**src/comc_pkg.sv**
```systemverilog
// constants, types and register map of the cpu operating mode control block
//------------------------------------------------------------------------------
// Contract
// - clearing paging while long mode is active clears the long mode active flag
// - upper registers survive 64-bit to compatibility mode and back
// - upper registers become undefined after passing through legacy or real mode
// - writing protection enable enters protected mode, paging may be set together
// - protected mode execution starts at privilege level zero
// - that far branch reloads code segment and serializes the core
// - data and stack segments keep real mode contents until reloaded
// - clearing protection enable returns the core to real-address mode
// - unreloaded segments keep protected attributes; null selectors unusable in real mode
// - far jump after clearing protection flushes queue and loads real code segment
//------------------------------------------------------------------------------
package comc_pkg;

    //--------------------------------------------------------------------------
    // register map, byte addresses on the register port
    //--------------------------------------------------------------------------
    localparam int ADDR_W = 8;
    localparam int DATA_W = 32;
    localparam logic [7:0] OFF_MCTL = 8'h00;
    localparam logic [7:0] OFF_EFR = 8'h04;
    localparam logic [7:0] OFF_PGBASE = 8'h08;
    localparam logic [7:0] OFF_GTBASE = 8'h0C;
    localparam logic [7:0] OFF_ITBASE = 8'h10;
    localparam logic [7:0] OFF_LTSEL = 8'h14;
    localparam logic [7:0] OFF_TSSEL = 8'h18;
    localparam logic [7:0] OFF_STATUS = 8'h1C;
    localparam logic [7:0] OFF_SEG0 = 8'h20;
    localparam int SEG_CNT = 5;
    localparam int SEG_IDX_W = 3;

    //--------------------------------------------------------------------------
    // field positions
    //--------------------------------------------------------------------------
    localparam int BIT_PROT = 0;
    localparam int BIT_PAGE = 31;
    localparam int BIT_LMEN = 8;
    localparam int BIT_LMACT = 10;
    localparam int ST_MODE_LSB = 0;
    localparam int ST_PRIV_LSB = 2;
    localparam int ST_AWAIT = 4;
    localparam int ST_UPPER = 5;
    localparam int ST_CSLONG = 6;
    localparam int SEG_ATTR_LSB = 16;
    localparam int SEG_USABLE = 24;

    //--------------------------------------------------------------------------
    // widths and reset values
    //--------------------------------------------------------------------------
    localparam int SEL_W = 16;
    localparam int ATTR_W = 8;
    localparam int PRIV_W = 2;
    localparam logic [31:0] WORD_RST = 32'h0000_0000;
    localparam logic [1:0] PRIV_ZERO = 2'h0;
    localparam logic [7:0] ATTR_REAL = 8'h93;
    localparam logic [3:0] REAL_SHIFT_PAD = 4'h0;
    localparam logic [SEL_W-1:0] SEL_RST = 16'h0000;

    typedef enum logic [1:0] {
        MODE_REAL,
        MODE_PROT,
        MODE_COMPAT,
        MODE_LONG64
    } comc_mode_t;

endpackage

```
**src/comc_seg_if.sv**
```systemverilog
// interface between the mode controller and its segment register bank
`timescale 1ns/100ps
`default_nettype none
interface comc_seg_if;
    import comc_pkg::*;
    logic loadEn;
    logic [SEG_IDX_W-1:0] loadIdx;
    logic [SEL_W-1:0] loadSel;
    logic [ATTR_W-1:0] loadAttr;
    logic realMode;
    logic [SEG_IDX_W-1:0] rdIdx;
    logic [SEL_W-1:0] rdSel;
    logic [ATTR_W-1:0] rdAttr;
    logic rdUsable;

    modport ctrl (output loadEn, loadIdx, loadSel, loadAttr, realMode, rdIdx,
                  input rdSel, rdAttr, rdUsable);
    modport bank (input loadEn, loadIdx, loadSel, loadAttr, realMode, rdIdx,
                  output rdSel, rdAttr, rdUsable);
endinterface
`default_nettype wire

```
**src/comc_mode_ctrl.sv**
```systemverilog
// processor operating mode controller: protection, paging and long mode state
//
// The implementer's own choices: the plain strobed port and the address map.
`timescale 1ns/100ps
`default_nettype none
module comc_mode_ctrl
    import comc_pkg::*;
(
    // clock and reset
    input wire logic clk,
    input wire logic rst_b,
    // register port
    input wire logic [ADDR_W-1:0] regAddr,
    input wire logic [DATA_W-1:0] regWrData,
    input wire logic regWrEn,
    input wire logic regRdEn,
    output logic [DATA_W-1:0] regRdData,
    // far branch from the core
    input wire logic farBranch,
    input wire logic [SEL_W-1:0] farBranchSel,
    input wire logic [DATA_W-1:0] farBranchBase,
    input wire logic farBranchLong,
    // segment loads from the core
    input wire logic segLoad,
    input wire logic [SEG_IDX_W-1:0] segLoadIdx,
    input wire logic [SEL_W-1:0] segLoadSel,
    input wire logic [ATTR_W-1:0] segLoadAttr,
    // upper register file activity
    input wire logic upperRegWrite,
    // mode state
    output logic [1:0] cpuMode,
    output logic [PRIV_W-1:0] curPriv,
    output logic protOn,
    output logic pagingOn,
    output logic longModeActive,
    output logic upperRegsValid,
    output logic serializePulse,
    output logic flushQueue,
    output logic [DATA_W-1:0] csBase
);

    //--------------------------------------------------------------------------
    // state
    //--------------------------------------------------------------------------
    logic protEn_q, protEn_d;
    logic pageEn_q, pageEn_d;
    logic lmEnable_q, lmEnable_d;
    logic lmActive_q, lmActive_d;
    logic csLong_q, csLong_d;
    logic awaitBranch_q, awaitBranch_d;
    logic upperValid_q, upperValid_d;
    logic [PRIV_W-1:0] curPriv_q, curPriv_d;
    logic [DATA_W-1:0] pageBase_q, gtBase_q, itBase_q;
    logic [SEL_W-1:0] ltSel_q, tsSel_q;
    logic [DATA_W-1:0] csBase_q, csBase_d;
    logic serialize_q, flush_q;
    logic [DATA_W-1:0] rdData_q;
    comc_mode_t mode_q, mode_d;

    comc_seg_if segIf ();

    comc_seg_bank #(
        .NUM_SEG(SEG_CNT)
    ) comc_seg_bank_inst (
        .clk(clk),
        .rst_b(rst_b),
        .segIf(segIf.bank)
    );

    //--------------------------------------------------------------------------
    // address decode
    //--------------------------------------------------------------------------
    function automatic logic hitReg(input logic [ADDR_W-1:0] a, input logic [ADDR_W-1:0] off);
        hitReg = (a == off);
    endfunction

    wire wrMctl = regWrEn && hitReg(regAddr, OFF_MCTL);
    wire wrEfr = regWrEn && hitReg(regAddr, OFF_EFR);
    wire wrPgBase = regWrEn && hitReg(regAddr, OFF_PGBASE);
    wire wrGtBase = regWrEn && hitReg(regAddr, OFF_GTBASE);
    wire wrItBase = regWrEn && hitReg(regAddr, OFF_ITBASE);
    wire wrLtSel = regWrEn && hitReg(regAddr, OFF_LTSEL);
    wire wrTsSel = regWrEn && hitReg(regAddr, OFF_TSSEL);
    wire [ADDR_W-1:0] segOff = regAddr - OFF_SEG0;
    wire segHit = (regAddr >= OFF_SEG0) && (segOff[1:0] == 2'h0)
        && (segOff[ADDR_W-1:2] < (ADDR_W-2)'(SEG_CNT));

    //--------------------------------------------------------------------------
    // control register write: protection, paging, long mode
    //--------------------------------------------------------------------------
    wire newProt = regWrData[BIT_PROT];
    // paging cannot run without protection, so the paging bit of a paging-only write is dropped
    wire newPage = regWrData[BIT_PAGE] && newProt;
    wire pageChange = wrMctl && (newPage != pageEn_q);
    wire protChange = wrMctl && (newProt != protEn_q);
    wire enterProt = wrMctl && newProt && !protEn_q;
    wire newLmEn = regWrData[BIT_LMEN];

    assign protEn_d = wrMctl ? newProt : protEn_q;
    assign pageEn_d = wrMctl ? newPage : pageEn_q;
    assign lmEnable_d = wrEfr ? newLmEn : lmEnable_q;

    always_comb begin
        lmActive_d = lmActive_q;
        if (pageChange) begin
            lmActive_d = newPage && newProt && lmEnable_q;
        end else if (wrMctl) begin
            lmActive_d = lmActive_q && newProt;
        end else if (wrEfr) begin
            lmActive_d = lmActive_q && newLmEn;
        end
    end

    // set wins: a branch taken in the same cycle belongs to the earlier switch
    assign awaitBranch_d = protChange || (awaitBranch_q && !farBranch);

    //--------------------------------------------------------------------------
    // far branch: code segment reload, privilege, serialization
    //--------------------------------------------------------------------------
    wire realBranch = farBranch && !protEn_q;
    wire [DATA_W-1:0] realBase = DATA_W'({farBranchSel, REAL_SHIFT_PAD});

    assign csBase_d = farBranch ? (protEn_q ? farBranchBase : realBase) : csBase_q;
    assign csLong_d = farBranch ? (farBranchLong && protEn_q) : csLong_q;

    always_comb begin
        curPriv_d = curPriv_q;
        if (enterProt || !protEn_d) begin
            curPriv_d = PRIV_ZERO;
        end else if (farBranch && protEn_q) begin
            curPriv_d = farBranchSel[PRIV_W-1:0];
        end
    end

    // compatibility mode keeps upper registers; leaving long mode loses them
    wire lmFall = lmActive_q && !lmActive_d;
    assign upperValid_d = lmFall ? 1'b0 : (upperValid_q || upperRegWrite);

    always_comb begin
        mode_d = MODE_REAL;
        if (protEn_d && lmActive_d) begin
            mode_d = csLong_d ? MODE_LONG64 : MODE_COMPAT;
        end else if (protEn_d) begin
            mode_d = MODE_PROT;
        end
    end

    //--------------------------------------------------------------------------
    // segment bank hookup
    //--------------------------------------------------------------------------
    assign segIf.loadEn = segLoad;
    assign segIf.loadIdx = segLoadIdx;
    assign segIf.loadSel = segLoadSel;
    assign segIf.loadAttr = segLoadAttr;
    assign segIf.realMode = !protEn_q;
    assign segIf.rdIdx = segOff[SEG_IDX_W+1:2];

    //--------------------------------------------------------------------------
    // read mux
    //--------------------------------------------------------------------------
    logic [DATA_W-1:0] rdMux;
    always_comb begin
        rdMux = WORD_RST;
        if (segHit) begin
            rdMux[SEL_W-1:0] = segIf.rdSel;
            rdMux[SEG_ATTR_LSB +: ATTR_W] = segIf.rdAttr;
            rdMux[SEG_USABLE] = segIf.rdUsable;
        end else begin
            unique case (regAddr)
                OFF_MCTL: begin
                    rdMux[BIT_PROT] = protEn_q;
                    rdMux[BIT_PAGE] = pageEn_q;
                end
                OFF_EFR: begin
                    rdMux[BIT_LMEN] = lmEnable_q;
                    rdMux[BIT_LMACT] = lmActive_q;
                end
                OFF_PGBASE: rdMux = pageBase_q;
                OFF_GTBASE: rdMux = gtBase_q;
                OFF_ITBASE: rdMux = itBase_q;
                OFF_LTSEL: rdMux[SEL_W-1:0] = ltSel_q;
                OFF_TSSEL: rdMux[SEL_W-1:0] = tsSel_q;
                OFF_STATUS: begin
                    rdMux[ST_MODE_LSB +: 2] = mode_q;
                    rdMux[ST_PRIV_LSB +: PRIV_W] = curPriv_q;
                    rdMux[ST_AWAIT] = awaitBranch_q;
                    rdMux[ST_UPPER] = upperValid_q;
                    rdMux[ST_CSLONG] = csLong_q;
                end
                default: rdMux = WORD_RST;
            endcase
        end
    end

    //--------------------------------------------------------------------------
    // flip-flops
    //--------------------------------------------------------------------------
    always_ff @(posedge clk or negedge rst_b) begin
        if (!rst_b) begin
            protEn_q <= 1'b0;
            pageEn_q <= 1'b0;
            lmEnable_q <= 1'b0;
            lmActive_q <= 1'b0;
            csLong_q <= 1'b0;
            awaitBranch_q <= 1'b0;
            upperValid_q <= 1'b0;
            curPriv_q <= PRIV_ZERO;
            csBase_q <= WORD_RST;
            mode_q <= MODE_REAL;
        end else begin
            protEn_q <= protEn_d;
            pageEn_q <= pageEn_d;
            lmEnable_q <= lmEnable_d;
            lmActive_q <= lmActive_d;
            csLong_q <= csLong_d;
            awaitBranch_q <= awaitBranch_d;
            upperValid_q <= upperValid_d;
            curPriv_q <= curPriv_d;
            csBase_q <= csBase_d;
            mode_q <= mode_d;
        end
    end

    always_ff @(posedge clk or negedge rst_b) begin
        if (!rst_b) begin
            serialize_q <= 1'b0;
            flush_q <= 1'b0;
            rdData_q <= WORD_RST;
        end else begin
            serialize_q <= farBranch && awaitBranch_q;
            flush_q <= realBranch && awaitBranch_q;
            rdData_q <= regRdEn ? rdMux : WORD_RST;
        end
    end

    always_ff @(posedge clk or negedge rst_b) begin
        if (!rst_b) begin
            pageBase_q <= WORD_RST;
            gtBase_q <= WORD_RST;
            itBase_q <= WORD_RST;
            ltSel_q <= SEL_RST;
            tsSel_q <= SEL_RST;
        end else begin
            if (wrPgBase) pageBase_q <= regWrData;
            if (wrGtBase) gtBase_q <= regWrData;
            if (wrItBase) itBase_q <= regWrData;
            if (wrLtSel) ltSel_q <= regWrData[SEL_W-1:0];
            if (wrTsSel) tsSel_q <= regWrData[SEL_W-1:0];
        end
    end

    //--------------------------------------------------------------------------
    // outputs
    //--------------------------------------------------------------------------
    assign regRdData = rdData_q;
    assign cpuMode = mode_q;
    assign curPriv = curPriv_q;
    assign protOn = protEn_q;
    assign pagingOn = pageEn_q;
    assign longModeActive = lmActive_q;
    assign upperRegsValid = upperValid_q;
    assign serializePulse = serialize_q;
    assign flushQueue = flush_q;
    assign csBase = csBase_q;

    //--------------------------------------------------------------------------
    // checks
    //--------------------------------------------------------------------------
    AST_LM_DROP: assert property (@(posedge clk) disable iff (!rst_b)
        (wrMctl && !regWrData[BIT_PAGE] && lmActive_q) |=> !lmActive_q && cpuMode == MODE_PROT)
        else $error("long mode stayed active after paging was cleared");
    AST_LM_CONSIST: assert property (@(posedge clk) disable iff (!rst_b)
        lmActive_q |-> (lmEnable_q && pageEn_q && protEn_q))
        else $error("long mode active without all enables");
    AST_PROT_ENTRY: assert property (@(posedge clk) disable iff (!rst_b)
        (wrMctl && regWrData[BIT_PROT]) |=> protOn && pagingOn == $past(regWrData[BIT_PAGE]))
        else $error("protection write did not enter protected mode");
    AST_PRIV_ZERO: assert property (@(posedge clk) disable iff (!rst_b)
        (wrMctl && regWrData[BIT_PROT] && !protEn_q) |=> curPriv == 2'h0)
        else $error("protected mode entry not at privilege zero");
    AST_REAL_RETURN: assert property (@(posedge clk) disable iff (!rst_b)
        (wrMctl && !regWrData[BIT_PROT]) |=> !protOn && !pagingOn && cpuMode == MODE_REAL)
        else $error("clearing protection did not return to real mode");
    AST_SERIALIZE: assert property (@(posedge clk) disable iff (!rst_b)
        (awaitBranch_q && farBranch && !wrMctl) |=> serializePulse ##1 !serializePulse)
        else $error("branch after protection entry did not serialize once");
    AST_REAL_BRANCH: assert property (@(posedge clk) disable iff (!rst_b)
        (awaitBranch_q && farBranch && !protEn_q) |=> flushQueue && csBase == $past(realBase))
        else $error("real mode branch did not flush and load code base");
    AST_UPPER_KEEP: assert property (@(posedge clk) disable iff (!rst_b)
        (upperValid_q && lmActive_q && lmActive_d) |=> upperRegsValid)
        else $error("upper registers lost while staying in long mode");
    AST_UPPER_LOST: assert property (@(posedge clk) disable iff (!rst_b)
        (lmActive_q && !lmActive_d) |=> !upperRegsValid)
        else $error("upper registers still valid after leaving long mode");

    COV_ENTER_PROT: cover property (@(posedge clk) disable iff (!rst_b)
        enterProt ##[1:4] farBranch ##1 serializePulse);
    COV_LEAVE_LONG: cover property (@(posedge clk) disable iff (!rst_b)
        (lmActive_q && pageChange) ##[1:20] (wrMctl && newPage && !lmActive_q));
    COV_COMPAT_RT: cover property (@(posedge clk) disable iff (!rst_b)
        (cpuMode == MODE_COMPAT) ##[1:20] (cpuMode == MODE_LONG64 && upperRegsValid));
    COV_REAL_RETURN: cover property (@(posedge clk) disable iff (!rst_b)
        (protChange && !newProt) ##[1:5] flushQueue);
endmodule
`default_nettype wire

```
**src/comc_seg_bank.sv**
```systemverilog
// data and stack segment registers with their cached attributes
`timescale 1ns/100ps
`default_nettype none
module comc_seg_bank
    import comc_pkg::*;
#(
    parameter int NUM_SEG = SEG_CNT
) (
    // clock and reset
    input wire logic clk,
    input wire logic rst_b,
    // controller side
    comc_seg_if.bank segIf
);

    function automatic logic isNullSel(input logic [SEL_W-1:0] sel);
        isNullSel = (sel[SEL_W-1:PRIV_W] == '0);
    endfunction

    logic [SEL_W-1:0] sel_q [NUM_SEG];
    logic [ATTR_W-1:0] attr_q [NUM_SEG];
    logic unusable_q [NUM_SEG];

    //--------------------------------------------------------------------------
    // one register per segment
    //--------------------------------------------------------------------------
    for (genvar i = 0; i < NUM_SEG; i++) begin : gSeg
        wire hit = segIf.loadEn && (segIf.loadIdx == SEG_IDX_W'(i));
        // contents stand untouched until a load from the core
        always_ff @(posedge clk or negedge rst_b) begin
            if (!rst_b) begin
                sel_q[i] <= SEL_RST;
                attr_q[i] <= ATTR_REAL;
                unusable_q[i] <= 1'b0;
            end else if (hit) begin
                sel_q[i] <= segIf.loadSel;
                attr_q[i] <= segIf.realMode ? ATTR_REAL : segIf.loadAttr;
                unusable_q[i] <= !segIf.realMode && isNullSel(segIf.loadSel);
            end
        end
    end

    // a null selector taken in protected mode leaves the register unusable once real
    assign segIf.rdSel = sel_q[segIf.rdIdx];
    assign segIf.rdAttr = attr_q[segIf.rdIdx];
    assign segIf.rdUsable = !(unusable_q[segIf.rdIdx] && segIf.realMode);

    //--------------------------------------------------------------------------
    // checks
    //--------------------------------------------------------------------------
    AST_SEG_HOLD: assert property (@(posedge clk) disable iff (!rst_b)
        !segIf.loadEn |=> (sel_q[0] == $past(sel_q[0])) && (attr_q[0] == $past(attr_q[0])))
        else $error("segment register changed without a load");
    AST_NULL_UNUSABLE: assert property (@(posedge clk) disable iff (!rst_b)
        (segIf.loadEn && !segIf.realMode && isNullSel(segIf.loadSel) && segIf.loadIdx == 3'h1)
        |=> unusable_q[1] && (!segIf.realMode || segIf.rdIdx != 3'h1 || !segIf.rdUsable))
        else $error("null selector usable in real mode");
endmodule
`default_nettype wire

```
**config.mk**
```make
export PLATFORM = sky130hd
export DESIGN_NAME = comc_mode_ctrl
export DESIGN_NICKNAME = d
export VERILOG_FILES = /design/src/comc_pkg.sv /design/src/comc_seg_if.sv /design/src/comc_mode_ctrl.sv /design/src/comc_seg_bank.sv
export SDC_FILE = /design/constraint.sdc
export NUM_CORES = 1
export LEC_CHECK = 0
export ABC_CLOCK_PERIOD_IN_PS = 3450
export BUFFER_PORTS_ARGS = -buffer_cell sky130_fd_sc_hd__buf_4
export CORE_ASPECT_RATIO = 0.8
export CORE_MARGIN = 2
export CORE_UTILIZATION = 59
export CTS_CLUSTER_DIAMETER = 40
export DETAILED_ROUTE_END_ITERATION = 12
export PLACE_DENSITY = 0.82
export SLEW_MARGIN = 20
export SYNTH_ARGS = -nofsm -noshare
export SYNTH_HDL_FRONTEND = slang
export SYNTH_SLANG_ARGS = --single-unit
```
**constraint.sdc**
```tcl
create_clock -name clk -period 3.45 [get_ports clk]
set_input_delay 0.5175 -clock clk [delete_from_list [all_inputs] [get_ports clk]]
set_output_delay 0.5175 -clock clk [all_outputs]
set_load 0.1 [all_outputs]
```
Yosys cells after proc, flatten, opt, wreduce, memory -nomap -nowiden --
Index checks and enable logic that the tools add are counted.
Cells by class: equality and inequality tests 13, $mul 0, $lt $le $gt $ge 3, shift-type cells 0, $add $sub $neg 1, multiplexer cells 34, bitwise gates (word level) 1, reduce and logical (&&, ||, !) cells 46, div/mod/pow operators 0
Operators with widths (number):
- $mux W32 | 2
- $bmux W16 S3 | 1
- $pmux W15 S3 | 1
- $pmux W6 S6 | 1
- $logic_and A1 B1 Y1 | 33
- $eq A8 B5 Y1 const B | 4
- $mux W16 | 2
- $mux W25 | 1
- $pmux W5 S5 | 1
- $bmux W8 S3 | 1
- $mux W8 | 3
- $eq A8 B4 Y1 const B | 2
- $logic_not A14 Y1 | 1
- $pmux W1 S6 | 2
- $mux W1 | 10
- $pmux W1 S5 | 2
- $eq A8 B3 Y1 const B | 1
- $ge A8 B6 Y1 const B | 1
- $logic_not A8 Y1 | 1
- $sub A8 B6 Y8 const B | 1
- $mux W7 | 1
- $pmux W1 S7 | 1
- $eq A3 B2 Y1 const B | 2
- $lt A6 B3 Y1 const B | 1
- 13 further kinds | 22
Word-level totals: logic and storage cells 131, output and inout port bits 74, latch bits 0, register bits 330, memories 0, bits in writable memories 0, ROM bits 0, input bits 123

Logic depth before layout (Yosys ltp) --
depth after elaboration 9, gate-level depth with buffers 8, gate-level depth less buffers 6

Cells and area by module --
A second synthesis with hierarchy kept.
Unflattened totals: cell total of the unflattened synthesis 1302, area, all modules 14860.5 sq um
Modules (own cells, without submodules):
- comc_mode_ctrl | seq. area each 5129.9 sq um, times used 1, area each 9051.2 sq um, cells each 709
- comc_seg_bank | seq. area each 3153.0 sq um, times used 1, area each 5809.3 sq um, cells each 593

Worst setup path after synthesis --
OpenSTA, ideal clock, no wires.
path kind input port to flip-flop, from input port regAddr[5], to register ltSel_q[10], path slack 1.211 ns, stages 7, arrival 2.114 ns, setup time 0.125 ns, buffers on the path 3, path through or4_1 buf_6 nor2_8 and3_1 buf_4 buf_6 mux2_2
On the way: cells in the longest elaborated chain, start to end 2
RTL lines:
- from (decl) | RTL line comc_mode_ctrl.sv:13 | input wire logic [ADDR_W-1:0] regAddr,
- $eq A8 B5 Y1 | RTL line comc_mode_ctrl.sv:74 | hitReg = (a == off);
- $logic_and A1 B1 Y1 | RTL line comc_mode_ctrl.sv:82 | wire wrLtSel = regWrEn && hitReg(regAddr, OFF_LTSEL);
- to (signal assigned) | RTL line comc_mode_ctrl.sv:247 | if (wrLtSel) ltSel_q <= regWrData[SEL_W-1:0];
- to (decl) | RTL line comc_mode_ctrl.sv:54 | logic [SEL_W-1:0] ltSel_q, tsSel_q;
No other way between the ends. A chain may end at the register's enable or synchronous reset.

Worst setup path after layout --
from input port regAddr[5], to register rdData_q[30] (netlist: regRdData[30])
On the way: cells in the longest elaborated chain, start to end 5, elaborated cells on any way between the ends 11, classes of those cells 1 x add/sub; 2 x order compare; 3 x eq/ne; 3 x mux; 2 x reduce/logical
RTL lines:
- $sub A8 B6 Y8 or $ge A8 B6 Y1 (tied branches) | RTL line comc_mode_ctrl.sv:84, comc_mode_ctrl.sv:85
- $lt A6 B3 Y1 or $logic_and A1 B1 Y1 (tied branches) | RTL line comc_mode_ctrl.sv:86, comc_mode_ctrl.sv:85
- $logic_and A1 B1 Y1 | RTL line comc_mode_ctrl.sv:86 | && (segOff[ADDR_W-1:2] < (ADDR_W-2)'(SEG_CNT));
- $mux W7 * | RTL line comc_mode_ctrl.sv:164 | if (segHit) begin
- $mux W32 * | RTL line comc_mode_ctrl.sv:232 | rdData_q <= regRdEn ? rdMux : WORD_RST;
- to (signal assigned) | RTL line comc_mode_ctrl.sv:232
- to (decl) | RTL line comc_mode_ctrl.sv:57 | logic [DATA_W-1:0] rdData_q;
Every way passes the cells marked *; elsewhere a longest branch is shown, timed or not.

==> out/qor.csv <==
metric,value,unit
run_status,finished clean,
netlist_area,0.0148,mm²
cts_tree,yes,
async_reset_ff_frac,1.00,
synth_fp_nets,1433,
grt-ovfl-total,0,
fin_crit,2.27,ns
yosys.cell_types.count,68,
nFillCells,1678,
path_class,in2reg,
nets,1610,
cp-end-kind,flop,
power.share.combinational,0.127,
ys_warn_count,0,
viasPerCell,6.17,
firstDrtPassIters,6,
ys_seq_elements,330,
power_switching,0.00251,W
hold_path.class,in2async,
rows,51,
die_y,146,µm
slew_violations,0,
multi_input_area,0.00601,mm²
slowest_delay,0.67,ns
diodes,0,
rrSetupSlack,1.79,ns
p_sw_frac,0.264,
total_leakage_power,8.61,nW
grt_setup_unrepaired,no,
tightest_slew,1.17,ns
gp_congestion,0.891,
cts.clk_slew.worst_paths,0.06,ns
internal-power,0.00700,W
dp_slack,0.712,ns
drive_gt1_frac,0.327,
post_cts_buffers,0,
skew,0.0143,ns
start_util,0.604,
cts_resized,0,
synth_ff_type,dfrtp_1,
cp_max_fo,13,
grt_pass1_vias,11545,
clockPowerShare,0.409,
top_level_ports,197,
cts-buffers-inserted,37,
seq_area_frac_synth,0.560,
hpwl,26700,µm
power_density,535,mW/mm²
tns,0,ns
port_buffers,196,
relSlewSlack,0.217,
drcViolationCount,0,
grt_pass1_wl,64600,µm
area_delta_synth_final,20.1,%
crit_required,3.88,ns
hold_viol,0,
via_count,11296,
synth_edf_count,0,
ant_nets,0,
die_x,181,µm
grt_max_degree,115,
cts_buffer_depth,3,
power_frac_seq,0.464,
cp_common_cell,buf_4,
crit_slowest_cell,or4_1,
worstPathArrival,2.70,ns
max_freq,441,MHz
cap_viol_max_count,0,
ctsHoldBuffers,0,
setup_ws,1.18,ns
drt-initial-drc-count,1017,
syn_area_per_cell,11.3,µm²
peakVddDrop,0.000388,V
syn_inst,1309,
finalWirelength,40100,µm
finalCritPeriodShare,0.657,
coreArea,0.0245,mm²
clock_latency,0.52,ns
antenna_found_initial,0,
grt_usage,0.313,
crit_chain,buf_4 > or4_1 > buf_4 > nor2_2 > o211ai_1 > nor2_1,
regArea,0.00828,mm²
cts_max_level,2,
whs,0.0319,ns
worstSetupStartpointType,input port,
finalSetupViolCount,0,
utilization,0.725,
cts.sinks,330,
die-area,0.0264,mm²
wire_per_inst,21.9,µm
cts-root-buf,clkbuf_16,
-- layout make-up --
cell class                      instances  area share
Sequential cell                       330       0.466
Multi-Input combinational cell        860       0.338
Inverter                               30     0.00633
Tap cell                              318      0.0224
Timing Repair Buffer                  227      0.0984
Clock buffer                           53      0.0612
Clock inverter                         14     0.00753
-- Yosys cell counts, drive strengths merged (8+ instances only) --
cell type / instances / area [µm²]
dfrtp: 310 / 7760
nand2: 272 / 1020
mux2: 164 / 1850
o21ai: 94 / 470
clkbuf: 51 / 191
mux2i: 49 / 490
nor2: 41 / 173
buf: 38 / 201
inv: 29 / 109
a21oi: 21 / 105
dfstp: 20 / 526
a211oi: 18 / 135
a22oi: 17 / 128
a221oi: 16 / 140
mux4: 16 / 360
nand3: 15 / 92.6
or3: 11 / 68.8
nor4: 9 / 75.1
a2bb2oi: 8 / 70.1
nand2b: 8 / 50.1
nor2b: 8 / 50.1
-- registers in the layout, indices dropped and copies added (netlist names), 2 cells and up --
signal and cells:
csBase 32, tsSel_q 16, itBase_q 32, gtBase_q 32
pageBase_q 32, regRdData 32, ltSel_q 16, curPriv 2
cpuMode 2, comc_seg_bank_inst.unusable_q 5, comc_seg_bank_inst.attr_q 40, comc_seg_bank_inst.sel_q 80
-- through the flow --
step | power [W] | area (µm²) | std cells
3_5_place_dp | 0.00568 | 16600 | 1765
6_report | 0.00951 | 17800 | 1832
5_1_grt | 0.00988 | 17800 | 1832
3_3_place_gp | 0.00562 | 16600 | 1765
2_1_floorplan | 0.00519 | 14800 | 1309
4_1_cts | 0.00955 | 17800 | 1832
-- critical path, delay by kind of cell --
family,cells,cell delay [ns]
AND/OR/NAND/NOR,3,1.34
AO/OA/AOI/OAI,1,0.46
buffers and inverters,2,0.38
-- metal layers --
layer | routed length [µm] | track usage
met1 | 16600 | 0.449
met2 | 18800 | 0.488
met3 | 3320 | 0.0558
met4 | 1360 | 0.111
met5 | 0 | 0
-- cells by family (layout without fill, tap and decap cells) --
group                      after synthesis  in the layout  share of synthesized area
and+or+nand+nor                        409            409                      0.125
xor gates and xnor gates                 3              3                    0.00178
muxes                                  229            229                      0.182
AOI/OAI and AO/OA                      218            218                     0.0958
adders and majority gates                1              1                   0.000845
buffers and inverters                  119            324                     0.0342
DFF                                    330            330                      0.560
-- cells in the final DEF (no fill, tap or decap), drive strengths merged, types with 21 or more instances in the layout --
| cell type | n |
|---|---|
| dfrtp | 310 |
| nand2 | 272 |
| buf | 227 |
| mux2 | 164 |
| o21ai | 94 |
| clkbuf | 53 |
| mux2i | 49 |
| nor2 | 41 |
| inv | 32 |
| a21oi | 21 |
-- power by group through the flow --
| stage | Combinational [W] | Sequential (W) | Clock [W] |
|---|---|---|---|
| 6_report | 0.00121 | 0.00442 | 0.00389 |
| 5_1_grt | 0.00131 | 0.00446 | 0.00411 |
| 4_1_cts | 0.00121 | 0.00441 | 0.00393 |
| 3_5_place_dp | 0.00120 | 0.00448 | 0 |
| 3_3_place_gp | 0.00116 | 0.00446 | 0 |
| 2_1_floorplan | 0.000569 | 0.00462 | 0 |
-- path summary, 6_finish.rpt --
path	start	endpoint	cells after the start
setup / recovery	regAddr[5]	regRdData[30]	6
hold / removal	rst_b	regRdData[20]	1
hold reg to reg	comc_seg_bank_inst.sel_q[9]	comc_seg_bank_inst.sel_q[9]	2
min in group clk	farBranchBase[20]	csBase[20]	3
max in group asynchronous	rst_b	comc_seg_bank_inst.sel_q[42]	2
setup reg to reg	protOn	csBase[25]	4
No activity file was read; power rests on OpenSTA's default activity.
